===== config.mk =====
export PLATFORM = sky130hd
export DESIGN_NAME = event_queue_msi_config
export DESIGN_NICKNAME = d
export VERILOG_FILES = /design/src/rtl/evq_cfg_pkg.sv /design/src/rtl/word_guard.sv /design/src/rtl/event_queue_msi_config.sv
export SDC_FILE = /design/constraint.sdc
export NUM_CORES = 1
export LEC_CHECK = 0
export BUFFER_PORTS_ARGS = -buffer_cell sky130_fd_sc_hd__buf_2
export CAP_MARGIN = 0
export CORE_ASPECT_RATIO = 1.2
export CORE_MARGIN = 8
export CORE_UTILIZATION = 48
export CTS_BUF_LIST = sky130_fd_sc_hd__clkbuf_2 sky130_fd_sc_hd__clkbuf_4 sky130_fd_sc_hd__clkbuf_8
export CTS_CLUSTER_DIAMETER = 120
export DETAILED_ROUTE_END_ITERATION = 8
export MAX_ROUTING_LAYER = met4
export PLACE_DENSITY = 0.82
export SETUP_SLACK_MARGIN = 0.2
export SLEW_MARGIN = 10
export SYNTH_ARGS = -nofsm -noshare
export SYNTH_HDL_FRONTEND = slang
export SYNTH_SLANG_ARGS = --single-unit
export TNS_END_PERCENT = 100

===== constraint.sdc =====
create_clock -name clk_i -period 7.9 [get_ports clk_i]
set_clock_uncertainty 0.1 [all_clocks]
set_input_delay 1.58 -clock clk_i [delete_from_list [all_inputs] [get_ports clk_i]]
set_output_delay 1.58 -clock clk_i [all_outputs]
set_load 0.1 [all_outputs]

===== src/rtl/evq_cfg_pkg.sv =====
// constants for the event queue and msi configuration register group
package evq_cfg_pkg;
  // ==========================================================
  // register offsets within the page
  localparam logic [15:0] OFF_EVQ_BASE   = 16'h00A0;
  localparam logic [15:0] OFF_MSI_ADDR   = 16'h00B0;
  localparam logic [15:0] OFF_MSI_DATA   = 16'h00B8;
  localparam logic [15:0] OFF_MSI_ATTR   = 16'h00BC;
  localparam logic [15:0] OFF_PRIQ_BASE  = 16'h00C0;
  // ==========================================================
  // field layout of the queue base registers
  localparam int HINT_BIT      = 62;
  localparam int QADDR_HI      = 51;
  localparam int QADDR_LO      = 5;
  localparam int QSIZE_HI      = 4;
  localparam int QSIZE_W       = 5;
  localparam int MIN_ALIGN_LG2 = 5;
  localparam int ENTRY_LG2     = 5;
  // ==========================================================
  // field layout of the msi registers
  localparam int MADDR_HI  = 51;
  localparam int MADDR_LO  = 2;
  localparam int DOM_HI    = 5;
  localparam int DOM_LO    = 4;
  localparam int MT_HI     = 3;
  // ==========================================================
  // shareability encodings
  localparam logic [1:0] DOM_NON   = 2'h0;
  localparam logic [1:0] DOM_RSVD  = 2'h1;
  localparam logic [1:0] DOM_OUTER = 2'h2;
  localparam logic [1:0] DOM_INNER = 2'h3;
  // memory types with top two bits clear are device types
  localparam logic [1:0] MT_DEVICE_TOP = 2'h0;
  // ==========================================================
  // preset reset values when configuration is fixed
  localparam logic        PRESET_HINT = 1'h0;
  localparam logic [46:0] PRESET_ADDR = 47'h0;
  localparam logic [4:0]  PRESET_SIZE = 5'h0;
endpackage : evq_cfg_pkg


===== src/rtl/word_guard.sv =====
// one guarded 32-bit register word with write gating
`timescale 1ns/1ps
module word_guard #(
  parameter logic [31:0] RESET_VAL = 32'h0,
  parameter logic [31:0] KEEP_MASK = 32'hFFFFFFFF
) (
  // clock and reset
  input  wire logic        clk_i,
  input  wire logic        rst_n_i,
  // write side
  input  wire logic        wr_i,
  input  wire logic        open_i,
  input  wire logic [31:0] wdata_i,
  // stored value
  output logic      [31:0] q_o
);
  typedef struct packed {
    logic [31:0] val;
  } state_t;
  state_t st;
  state_t next_st;

  // ==========================================================
  // store only while the guard is open
  always_comb begin
    next_st = st;
    if (wr_i && open_i) begin
      next_st.val = wdata_i & KEEP_MASK;
    end
  end

  always_ff @(posedge clk_i) begin
    if (!rst_n_i) begin
      st.val <= RESET_VAL & KEEP_MASK;
    end else begin
      st <= next_st;
    end
  end

  assign q_o = st.val;
endmodule : word_guard


===== src/rtl/event_queue_msi_config.sv =====
// event queue base and msi configuration register group
`timescale 1ns/1ps
// Operation
// - write-allocate hint drives event queue writes
// - base address from bits 51:5 only
// - bits above address width read zero
// - base aligned to max(queue bytes, 32)
// - size capped internally, raw value read back
// - fixed config resets fields to preset values
// - events written only while queue enabled
// - base writes ignored while queue enabled
// - base writable only unfixed, enable and ack clear
// - msi address bits 51:2, low bits zero
// - no msi while target address zero
// - msi registers writable only with gate, ack clear
// - shareability decode, reserved treated as non-shareable
// - device memory type forces outer shareable
// - memory type passed as stream table entry encoding
// - msi registers absent read zero without support
// - page request base present only with support
module event_queue_msi_config #(
  parameter int PA_W      = 48,
  parameter int MAX_EQ_LG = 19,
  parameter bit HAS_MSI   = 1'b1,
  parameter bit HAS_PRI   = 1'b1
) (
  // clock and reset
  input  wire logic        clk_i,
  input  wire logic        rst_n_i,
  // register access, one 32-bit word per cycle
  input  wire logic        wr_i,
  input  wire logic        rd_i,
  input  wire logic [15:0] addr_i,
  input  wire logic [31:0] wdata_i,
  output logic      [31:0] rdata_o,
  // control bits and their acknowledge copies
  input  wire logic        fixed_queue_config_i,
  input  wire logic        event_queue_on_i,
  input  wire logic        control_ack_copy_i,
  input  wire logic        event_irq_gate_i,
  input  wire logic        interrupt_gate_ack_i,
  input  wire logic        pri_queue_on_i,
  input  wire logic        pri_ack_copy_i,
  // event source and queue write request
  input  wire logic        event_valid_i,
  input  wire logic        queue_writable_i,
  input  wire logic        event_irq_i,
  output logic             queue_wr_o,
  output logic             queue_hint_o,
  output logic      [51:0] queue_base_o,
  output logic      [4:0]  queue_size_o,
  // msi write request
  output logic             msi_wr_o,
  output logic      [51:0] msi_addr_o,
  output logic      [31:0] msi_data_o,
  output logic      [1:0]  msi_coherency_domain_o,
  output logic      [3:0]  msi_memory_type_o
);
  // bits that survive the address width limit in each high word
  localparam logic [31:0] HI_ADDR_MASK = 32'((64'h1 << (PA_W - 32)) - 64'h1);
  localparam logic [31:0] BASE_HI_MASK = HI_ADDR_MASK | 32'h40000000;
  localparam logic [31:0] BASE_LO_MASK = 32'hFFFFFFFF;
  localparam logic [31:0] MLO_MASK     = 32'hFFFFFFFC;
  localparam logic [31:0] ATTR_MASK    = 32'h0000003F;
  localparam logic [31:0] PRESET_LO    =
    {evq_cfg_pkg::PRESET_ADDR[26:0], evq_cfg_pkg::PRESET_SIZE};
  localparam logic [31:0] PRESET_HI    =
    {1'b0, evq_cfg_pkg::PRESET_HINT, 10'h0, evq_cfg_pkg::PRESET_ADDR[46:27]};

  typedef struct packed {
    logic [31:0] rdata;
    logic        qwr;
    logic        qwa;
    logic [51:0] qbase;
    logic [4:0]  qsize;
    logic        mwr;
    logic [51:0] maddr;
    logic [31:0] mdata;
    logic [1:0]  msh;
    logic [3:0]  mtype;
    logic        fixed;
  } state_t;
  state_t st;
  state_t next_st;

  // ==========================================================
  // guards
  logic base_open;
  logic msi_open;
  logic pri_open;
  assign base_open = !fixed_queue_config_i && !event_queue_on_i
                     && !control_ack_copy_i;
  assign msi_open  = HAS_MSI && !event_irq_gate_i && !interrupt_gate_ack_i;
  assign pri_open  = HAS_PRI && !pri_queue_on_i && !pri_ack_copy_i;

  // word write strobes
  logic w_blo, w_bhi, w_mlo, w_mhi, w_md, w_ma, w_plo, w_phi;
  assign w_blo = wr_i && addr_i == evq_cfg_pkg::OFF_EVQ_BASE;
  assign w_bhi = wr_i && addr_i == evq_cfg_pkg::OFF_EVQ_BASE + 16'h0004;
  assign w_mlo = wr_i && addr_i == evq_cfg_pkg::OFF_MSI_ADDR;
  assign w_mhi = wr_i && addr_i == evq_cfg_pkg::OFF_MSI_ADDR + 16'h0004;
  assign w_md  = wr_i && addr_i == evq_cfg_pkg::OFF_MSI_DATA;
  assign w_ma  = wr_i && addr_i == evq_cfg_pkg::OFF_MSI_ATTR;
  assign w_plo = wr_i && addr_i == evq_cfg_pkg::OFF_PRIQ_BASE;
  assign w_phi = wr_i && addr_i == evq_cfg_pkg::OFF_PRIQ_BASE + 16'h0004;

  // ==========================================================
  // storage words
  logic [31:0] base_lo, base_hi, mlo, mhi, mdat, mattr, plo, phi;
  logic        fixed_q;

  // preset loads each cycle while the registered fixed flag is set, one cycle behind fixed_queue_config_i
  assign fixed_q = st.fixed;

  // event queue base low word: address low part and size
  word_guard #(
    .RESET_VAL (32'h0),
    .KEEP_MASK (BASE_LO_MASK)
  ) u_base_lo (
    .clk_i   (clk_i),
    .rst_n_i (rst_n_i),
    .wr_i    (w_blo || fixed_q),
    .open_i  (base_open || fixed_q),
    .wdata_i (fixed_q ? PRESET_LO : wdata_i),
    .q_o     (base_lo)
  );
  // event queue base high word: hint and address high part
  word_guard #(
    .RESET_VAL (32'h0),
    .KEEP_MASK (BASE_HI_MASK)
  ) u_base_hi (
    .clk_i   (clk_i),
    .rst_n_i (rst_n_i),
    .wr_i    (w_bhi || fixed_q),
    .open_i  (base_open || fixed_q),
    .wdata_i (fixed_q ? PRESET_HI : wdata_i),
    .q_o     (base_hi)
  );
  // msi target address low word
  word_guard #(
    .RESET_VAL (32'h0),
    .KEEP_MASK (MLO_MASK)
  ) u_mlo (
    .clk_i   (clk_i),
    .rst_n_i (rst_n_i),
    .wr_i    (w_mlo),
    .open_i  (msi_open),
    .wdata_i (wdata_i),
    .q_o     (mlo)
  );
  // msi target address high word
  word_guard #(
    .RESET_VAL (32'h0),
    .KEEP_MASK (HI_ADDR_MASK)
  ) u_mhi (
    .clk_i   (clk_i),
    .rst_n_i (rst_n_i),
    .wr_i    (w_mhi),
    .open_i  (msi_open),
    .wdata_i (wdata_i),
    .q_o     (mhi)
  );
  // msi payload word
  word_guard #(
    .RESET_VAL (32'h0),
    .KEEP_MASK (32'hFFFFFFFF)
  ) u_mdat (
    .clk_i   (clk_i),
    .rst_n_i (rst_n_i),
    .wr_i    (w_md),
    .open_i  (msi_open),
    .wdata_i (wdata_i),
    .q_o     (mdat)
  );
  // msi coherency domain and memory type
  word_guard #(
    .RESET_VAL (32'h0),
    .KEEP_MASK (ATTR_MASK)
  ) u_mattr (
    .clk_i   (clk_i),
    .rst_n_i (rst_n_i),
    .wr_i    (w_ma),
    .open_i  (msi_open),
    .wdata_i (wdata_i),
    .q_o     (mattr)
  );
  // page request queue base low word
  word_guard #(
    .RESET_VAL (32'h0),
    .KEEP_MASK (BASE_LO_MASK)
  ) u_plo (
    .clk_i   (clk_i),
    .rst_n_i (rst_n_i),
    .wr_i    (w_plo),
    .open_i  (pri_open),
    .wdata_i (wdata_i),
    .q_o     (plo)
  );
  // page request queue base high word
  word_guard #(
    .RESET_VAL (32'h0),
    .KEEP_MASK (BASE_HI_MASK)
  ) u_phi (
    .clk_i   (clk_i),
    .rst_n_i (rst_n_i),
    .wr_i    (w_phi),
    .open_i  (pri_open),
    .wdata_i (wdata_i),
    .q_o     (phi)
  );

  // ==========================================================
  // derived queue values
  logic [63:0] base_raw;
  logic [4:0]  size_cap;
  logic [51:0] align_mask;
  logic [51:0] base_eff;
  logic [5:0]  align_lg2;
  assign base_raw = {base_hi, base_lo};
  assign size_cap = (base_raw[evq_cfg_pkg::QSIZE_HI:0] > 5'(MAX_EQ_LG))
                    ? 5'(MAX_EQ_LG) : base_raw[evq_cfg_pkg::QSIZE_HI:0];
  assign align_lg2 = 6'(size_cap) + 6'(evq_cfg_pkg::ENTRY_LG2);
  assign align_mask = ~((52'h1 << align_lg2) - 52'h1);
  assign base_eff = {base_raw[evq_cfg_pkg::QADDR_HI:evq_cfg_pkg::QADDR_LO],
                     5'h00} & align_mask;

  // msi derived values
  logic [51:0] maddr;
  logic [1:0]  dom_raw;
  logic [3:0]  mtype;
  logic [1:0]  dom_eff;
  assign maddr   = {mhi[19:0], mlo[31:evq_cfg_pkg::MADDR_LO], 2'h0};
  assign dom_raw = mattr[evq_cfg_pkg::DOM_HI:evq_cfg_pkg::DOM_LO];
  assign mtype   = mattr[evq_cfg_pkg::MT_HI:0];

  // shareability decode with device override
  always_comb begin
    unique case (dom_raw)
      evq_cfg_pkg::DOM_RSVD: dom_eff = evq_cfg_pkg::DOM_NON;
      default:               dom_eff = dom_raw;
    endcase
    if (mtype[3:2] == evq_cfg_pkg::MT_DEVICE_TOP) begin
      dom_eff = evq_cfg_pkg::DOM_OUTER;
    end
  end

  // ==========================================================
  // next state: read mux, queue write and msi requests
  always_comb begin
    next_st = st;
    next_st.rdata = 32'h0;
    if (rd_i) begin
      unique case (addr_i)
        evq_cfg_pkg::OFF_EVQ_BASE:            next_st.rdata = base_lo;
        evq_cfg_pkg::OFF_EVQ_BASE + 16'h0004: next_st.rdata = base_hi;
        evq_cfg_pkg::OFF_MSI_ADDR:            next_st.rdata = HAS_MSI ? mlo : 32'h0;
        evq_cfg_pkg::OFF_MSI_ADDR + 16'h0004: next_st.rdata = HAS_MSI ? mhi : 32'h0;
        evq_cfg_pkg::OFF_MSI_DATA:            next_st.rdata = HAS_MSI ? mdat : 32'h0;
        evq_cfg_pkg::OFF_MSI_ATTR:            next_st.rdata = HAS_MSI ? mattr : 32'h0;
        evq_cfg_pkg::OFF_PRIQ_BASE:           next_st.rdata = HAS_PRI ? plo : 32'h0;
        evq_cfg_pkg::OFF_PRIQ_BASE + 16'h0004: next_st.rdata = HAS_PRI ? phi : 32'h0;
        default:                              next_st.rdata = 32'h0;
      endcase
    end
    next_st.qwr   = event_valid_i && event_queue_on_i && queue_writable_i;
    next_st.qwa   = base_raw[evq_cfg_pkg::HINT_BIT];
    next_st.qbase = base_eff;
    next_st.qsize = size_cap;
    next_st.mwr   = HAS_MSI && event_irq_i && event_irq_gate_i
                    && (maddr != 52'h0);
    next_st.maddr = maddr;
    next_st.mdata = mdat;
    next_st.msh   = dom_eff;
    next_st.mtype = mtype;
    next_st.fixed = fixed_queue_config_i;
  end

  always_ff @(posedge clk_i) begin
    if (!rst_n_i) begin
      st <= '0;
    end else begin
      st <= next_st;
    end
  end

  // outputs straight from state
  assign rdata_o                = st.rdata;
  assign queue_wr_o             = st.qwr;
  assign queue_hint_o           = st.qwa;
  assign queue_base_o           = st.qbase;
  assign queue_size_o           = st.qsize;
  assign msi_wr_o               = st.mwr;
  assign msi_addr_o             = st.maddr;
  assign msi_data_o             = st.mdata;
  assign msi_coherency_domain_o = st.msh;
  assign msi_memory_type_o      = st.mtype;
endmodule : event_queue_msi_config


# Yosys cells after proc, flatten, opt, wreduce, memory -nomap -nowiden
# Index checks and enable logic that the tools add are counted.
dict set report op_classes {
  shifts 1
  n_eq_ne 9
  addsub 2
  order_cmp 1
  bitwise_logic 3
  reduce_logical 38
  n_mux 5
}
# cell n
set op_table {}
lappend op_table {{one-hot mux 32 bit (8 select lines)} 1}
lappend op_table {{equality test 16 x 8 -> 1 bit, second input constant} 8}
lappend op_table {{AND 48 x 52 -> 52 bit} 1}
lappend op_table {{inverter 52 bit} 1}
lappend op_table {{nonzero test 52 bit} 1}
lappend op_table {{<< shifter 1 x 6 -> 52 bit, first input constant} 1}
lappend op_table {{subtractor 52 x 1 -> 52 bit, second input constant} 1}
lappend op_table {{2-to-1 mux 32 bit} 1}
lappend op_table {{logical AND 1 bit} 24}
lappend op_table {{logical NOT 1 bit} 7}
lappend op_table {{adder 5 x 3 -> 6 bit, second input constant} 1}
lappend op_table {{> comparator 5 bit, second input constant} 1}
lappend op_table {{2-to-1 mux 5 bit} 1}
lappend op_table {{2-to-1 mux 2 bit} 2}
lappend op_table {{logical OR 1 bit} 3}
lappend op_table {{OR reduction 3 bit} 1}
lappend op_table {{equality test 2 x 1 -> 1 bit, second input constant} 1}
lappend op_table {{logical NOT 2 bit} 1}
lappend op_table {{AND reduction 2 bit} 1}
lappend op_table {{inverter 1 bit} 1}
dict set report totals {
  ff_bits 361
  output_inout_bits 182
  in_bits 62
  word_cells 80
}

# Depth between registers and ports, before layout
dict set report depth {
  ltp_word 7
  depth_mapped 9
  mapped_depth_nobuf 5
}

# Modules after synthesis
# Synthesis repeated with hierarchy kept, for this count alone.
dict set report unflattened {
  hier_cells 1615
  hier_area_um2 15891.5
}
# module cells_each n_inst seq_area_each_um2 area_per_inst_um2
set modules_own_cells {}
lappend modules_own_cells {event_queue_msi_config 701 1 3523.4 7511.0}
lappend modules_own_cells {{word_guard at u_base_lo ...} 147 3 640.6 1383.8}
lappend modules_own_cells {{word_guard at u_base_hi ...} 95 2 340.3 833.3}
lappend modules_own_cells {{word_guard at u_mlo} 140 1 600.6 1333.8}
lappend modules_own_cells {{word_guard at u_mhi} 90 1 320.3 792.0}
lappend modules_own_cells {{word_guard at u_mattr} 53 1 120.1 436.7}

# Worst setup path before layout
# OpenSTA, ideal clock, no wires.
dict set report synth_path {
  path_type {input port to flip-flop}
  from {in addr_i[13]}
  to {reg u_phi.st, in the netlist u_phi.q_o[0]}
  path_slack_ps 4171
  n_path_buf 4
  setup_time_ps 116
  required_ps 7684
  cell_stages 9
  arrival_time_ps 3513
  cell_sequence {or4_1 > buf_2 > or2_0 > buf_2 > or4_1 > buf_2 > buf_2 > nand2_1 > a21boi_1}
}
dict set report synth_between {
  elab_chain_len 3
}
# element line
set synth_lines {}
lappend synth_lines {{start: declaration} event_queue_msi_config.sv:33} ;# input wire logic [15:0] addr_i,
lappend synth_lines {{equality test 16 x 8 -> 1 bit} event_queue_msi_config.sv:105} ;# assign w_phi = wr_i && addr_i == evq_cfg_pkg::OFF_PRIQ_BASE + 16'h0004;
lappend synth_lines {{logical AND 1 bit} event_queue_msi_config.sv:105}
lappend synth_lines {{logical AND 1 bit} word_guard.sv:27} ;# if (wr_i && open_i) begin
lappend synth_lines {{end signal: assignment} word_guard.sv:36} ;# st <= next_st;
lappend synth_lines {{end: declaration} word_guard.sv:20} ;# state_t st;
# Every way passes these cells.
# A chain may end at the register's enable or synchronous reset.

# Final worst setup path
dict set report layout_path {
  from {in addr_i[13]}
  to {reg st, in the netlist rdata_o[12]}
}
dict set report layout_between {
  elab_chain_len 2
  word_cells_on_any_way 9
  classes_between {8 x eq/ne; 1 x mux}
}
# element line
set layout_lines {}
lappend layout_lines {{equality test 16 x 8 -> 1 bit} event_queue_msi_config.sv:253} ;# unique case (addr_i)
lappend layout_lines {{one-hot mux 32 bit (8 select lines) (*)} event_queue_msi_config.sv:253}
lappend layout_lines {{end signal: assignment} event_queue_msi_config.sv:282} ;# st <= next_st;
lappend layout_lines {{end: declaration} event_queue_msi_config.sv:83} ;# state_t st;
# Every way passes the cells marked *; elsewhere a longest branch is shown, timed or not.

==> results.json <==
{
  "fin_nets": 1629,
  "maxSlewViolCount": 0,
  "rsz0062_at_grt": "false",
  "rrSetupSlack_ps": 5990,
  "post_cts_resized": 0,
  "drt_iter0_markers": 1212,
  "ant_nets": 0,
  "power_density_nw_per_um2": 230,
  "cp-start-kind": "input port",
  "ys_warn_count": 0,
  "cts_tree": "built",
  "hold_end": "u_plo.q_o[26]",
  "synth_cell_type_count": 55,
  "drc": 0,
  "drt-total-wl_um": 40100,
  "yosysMostFrequentCell": "nand2_1",
  "via_per_inst": 5.67,
  "first_global_vias": 11003,
  "syn-cell-area_um2": 12700,
  "crit_type": "in2reg",
  "coreArea_um2": 26200,
  "r2r_cells": 4,
  "finalHoldViolCount": 0,
  "die_w_um": 165,
  "fin_crit_sh": 0.576,
  "ys_seq_elements": 350,
  "root_buffer": "clkbuf_8",
  "grt_pass1_wl_um": 61400,
  "multi_input_area_um2": 5270,
  "synth_top_cell_by_area": "dfxtp_1",
  "vias": 11019,
  "fin_ws_ps": 3350,
  "drive_gt1_frac": 0.229,
  "yosys-top-cells-area": "dfxtp_1 (55%), nand2_1 (11%), a21boi_0 (5.8%), and2_1 (5.6%), a22oi_1 (2.4%)",
  "setup_viol": 0,
  "holdPathStages": 2,
  "gr-total-overflow": 0,
  "synthTopCellsByCount": "nand2_1 (372), dfxtp_1 (350), and2_1 (115), a21boi_0 (99), clkbuf_1 (66)",
  "dp_slack_ps": 2750,
  "initial_core_util": 0.487,
  "period_minus_slack_ps": 4550,
  "cap_violations": 0,
  "dieArea_um2": 32000,
  "synthDominantCellAreaShare": 0.550,
  "finalWeightedCongestion": 0.823,
  "outcome": "finished, final reports clean",
  "tns_ps": 0,
  "wire_per_inst_um": 20.6,
  "hold_buffers": 0,
  "cp_max_fo": 23,
  "io_buffer_count": 228,
  "power.total_uw": 3480,
  "ys_async_sr_fraction": 0,
  "cts.sinks": 350,
  "post_cts_buffers": 0,
  "path_clk_slew_ps": 70,
  "r2r_start": "u_mlo.q_o[11]",
  "grt_max_degree": 115,
  "grtUsageTotal": 0.251,
  "synth_edf_count": 0,
  "leakage_uw": 0.00602,
  "maxSlewHeadroom": 0.143,
  "synth_seq_area_share": 0.550,
  "h-tree-depth": 2,
  "ios": 244,
  "hold_class": "reg2reg",
  "fillers": 2252,
  "num_rows": 65,
  "cts.path.max_buffers": 3,
  "die_y_um": 195,
  "postSynthCellCount": 1373,
  "peakVddDrop_mv": 0.150,
  "synth_top_flop_cell": "dfxtp_1",
  "worst_ep_arrival_time_ps": 4930,
  "r2r-end": "msi_wr_o",
  "antenna_found_initial": 1,
  "cts_buffers": 53,
  "syn_avg_cell_area_um2": 9.28,
  "hold_path.startpoint": "u_plo.q_o[26]",
  "firstDrtPassIters": 8,
  "clock_latency_ps": 580,
  "tightestPinTransition_ps": 1290,
  "post-dp-hpwl_um": 26400,
  "seqCellArea_um2": 7010,
  "critPathCaptureType": "register",
  "crit_required_ps": 8280,
  "max_freq_mhz": 220,
  "area_growth_syn_to_layout_pct": 18.7
}
==> layout by cell type (no fill, tap or decap), types with 14 or more instances in the layout <==
| master | instances |
|---|---|
| clkbuf_8 | 67 |
| buf_2 | 227 |
| buf_4 | 16 |
| and2_1 | 115 |
| a22oi_1 | 41 |
| dfxtp_1 | 350 |
| a222oi_1 | 19 |
| nand2_1 | 371 |
| conb_1 | 15 |
| nor2_1 | 21 |
| a21boi_1 | 34 |
| a31oi_1 | 14 |
| a21oi_1 | 58 |
| a21boi_0 | 99 |
==> report_power, final <==
| group | leakage, µW | internal, µW | total, µW | switching (µW) |
|---|---|---|---|---|
| sequential | 0.00282 | 1770 | 1770 | 0.118 |
| combinational | 0.00258 | 26.4 | 116 | 89.3 |
| clock | 0.000621 | 890 | 1590 | 704 |
| total | 0.00602 | 2680 | 3480 | 794 |
==> kinds of logic after synthesis <==
logic type | after synthesis | share of synthesized area
buffers and inverters | 120 | 0.0444
AOI/OAI and AO/OA | 305 | 0.172
muxes | 15 | 0.0123
DFF | 350 | 0.550
and+or+nand+nor | 582 | 0.222
other | 1 | 0.000294
==> state kept, by name, summed over array words and instances, names as in the netlist <==
signal / cells
fixed_q: 1
msi_addr_o: 46
msi_coherency_domain_o: 2
msi_data_o: 32
msi_memory_type_o: 4
msi_wr_o: 1
queue_base_o: 43
queue_hint_o: 1
queue_size_o: 5
queue_wr_o: 1
rdata_o: 32
u_base_hi.q_o: 17
u_base_lo.q_o: 32
u_mattr.q_o: 6
u_mdat.q_o: 32
u_mhi.q_o: 16
u_mlo.q_o: 30
u_phi.q_o: 17
u_plo.q_o: 32
==> layer usage <==
metal  wire [µm]  GRT usage  vias to the layer above
met3        3540     0.0410                      141
li1            -          -                     5023
met5           0          -                        -
met2       18900      0.399                      651
met1       15600      0.297                     5204
met4        2000      0.137                        0
==> worst max path at each step <==
stage / to / slack (ps) / from
finish: rdata_o[12] / 3350 / addr_i[13]
global route: u_plo.q_o[3] / 3240 / addr_i[13]
CTS: rdata_o[12] / 3330 / addr_i[13]
detailed placement: rdata_o[12] / 2750 / addr_i[13]
global placement: rdata_o[13] / 2930 / addr_i[13]
floorplan: u_phi.q_o[0] / 4170 / addr_i[13]
==> through the flow <==
stage               area, µm²  std cells  utilization  hold slack (ps)
finish                  15100       1944        0.577              353
global route            15100       1944        0.577              375
CTS                     15100       1943        0.577              353
detailed placement      14000       1847        0.533              345
global placement        14000       1847        0.533              336
floorplan               12800       1387            -              325
==> critical path: stages <==
cell,delay (ps)
buf_2,100
or4_1,890
nor4_4,1080
a211o_1,200
o211ai_1,380
buf_4,450
a31oi_1,230
==> final cells by class <==
class	count	area share
Timing Repair Buffer	244	0.0838
Inverter	1	0.000248
Clock buffer	79	0.0669
Sequential cell	350	0.463
Tap cell	335	0.0277
Clock inverter	17	0.00960
Antenna cell	1	0.000165
Multi-Input combinational cell	917	0.348
Note: power is estimated with default switching activity, not from simulation.
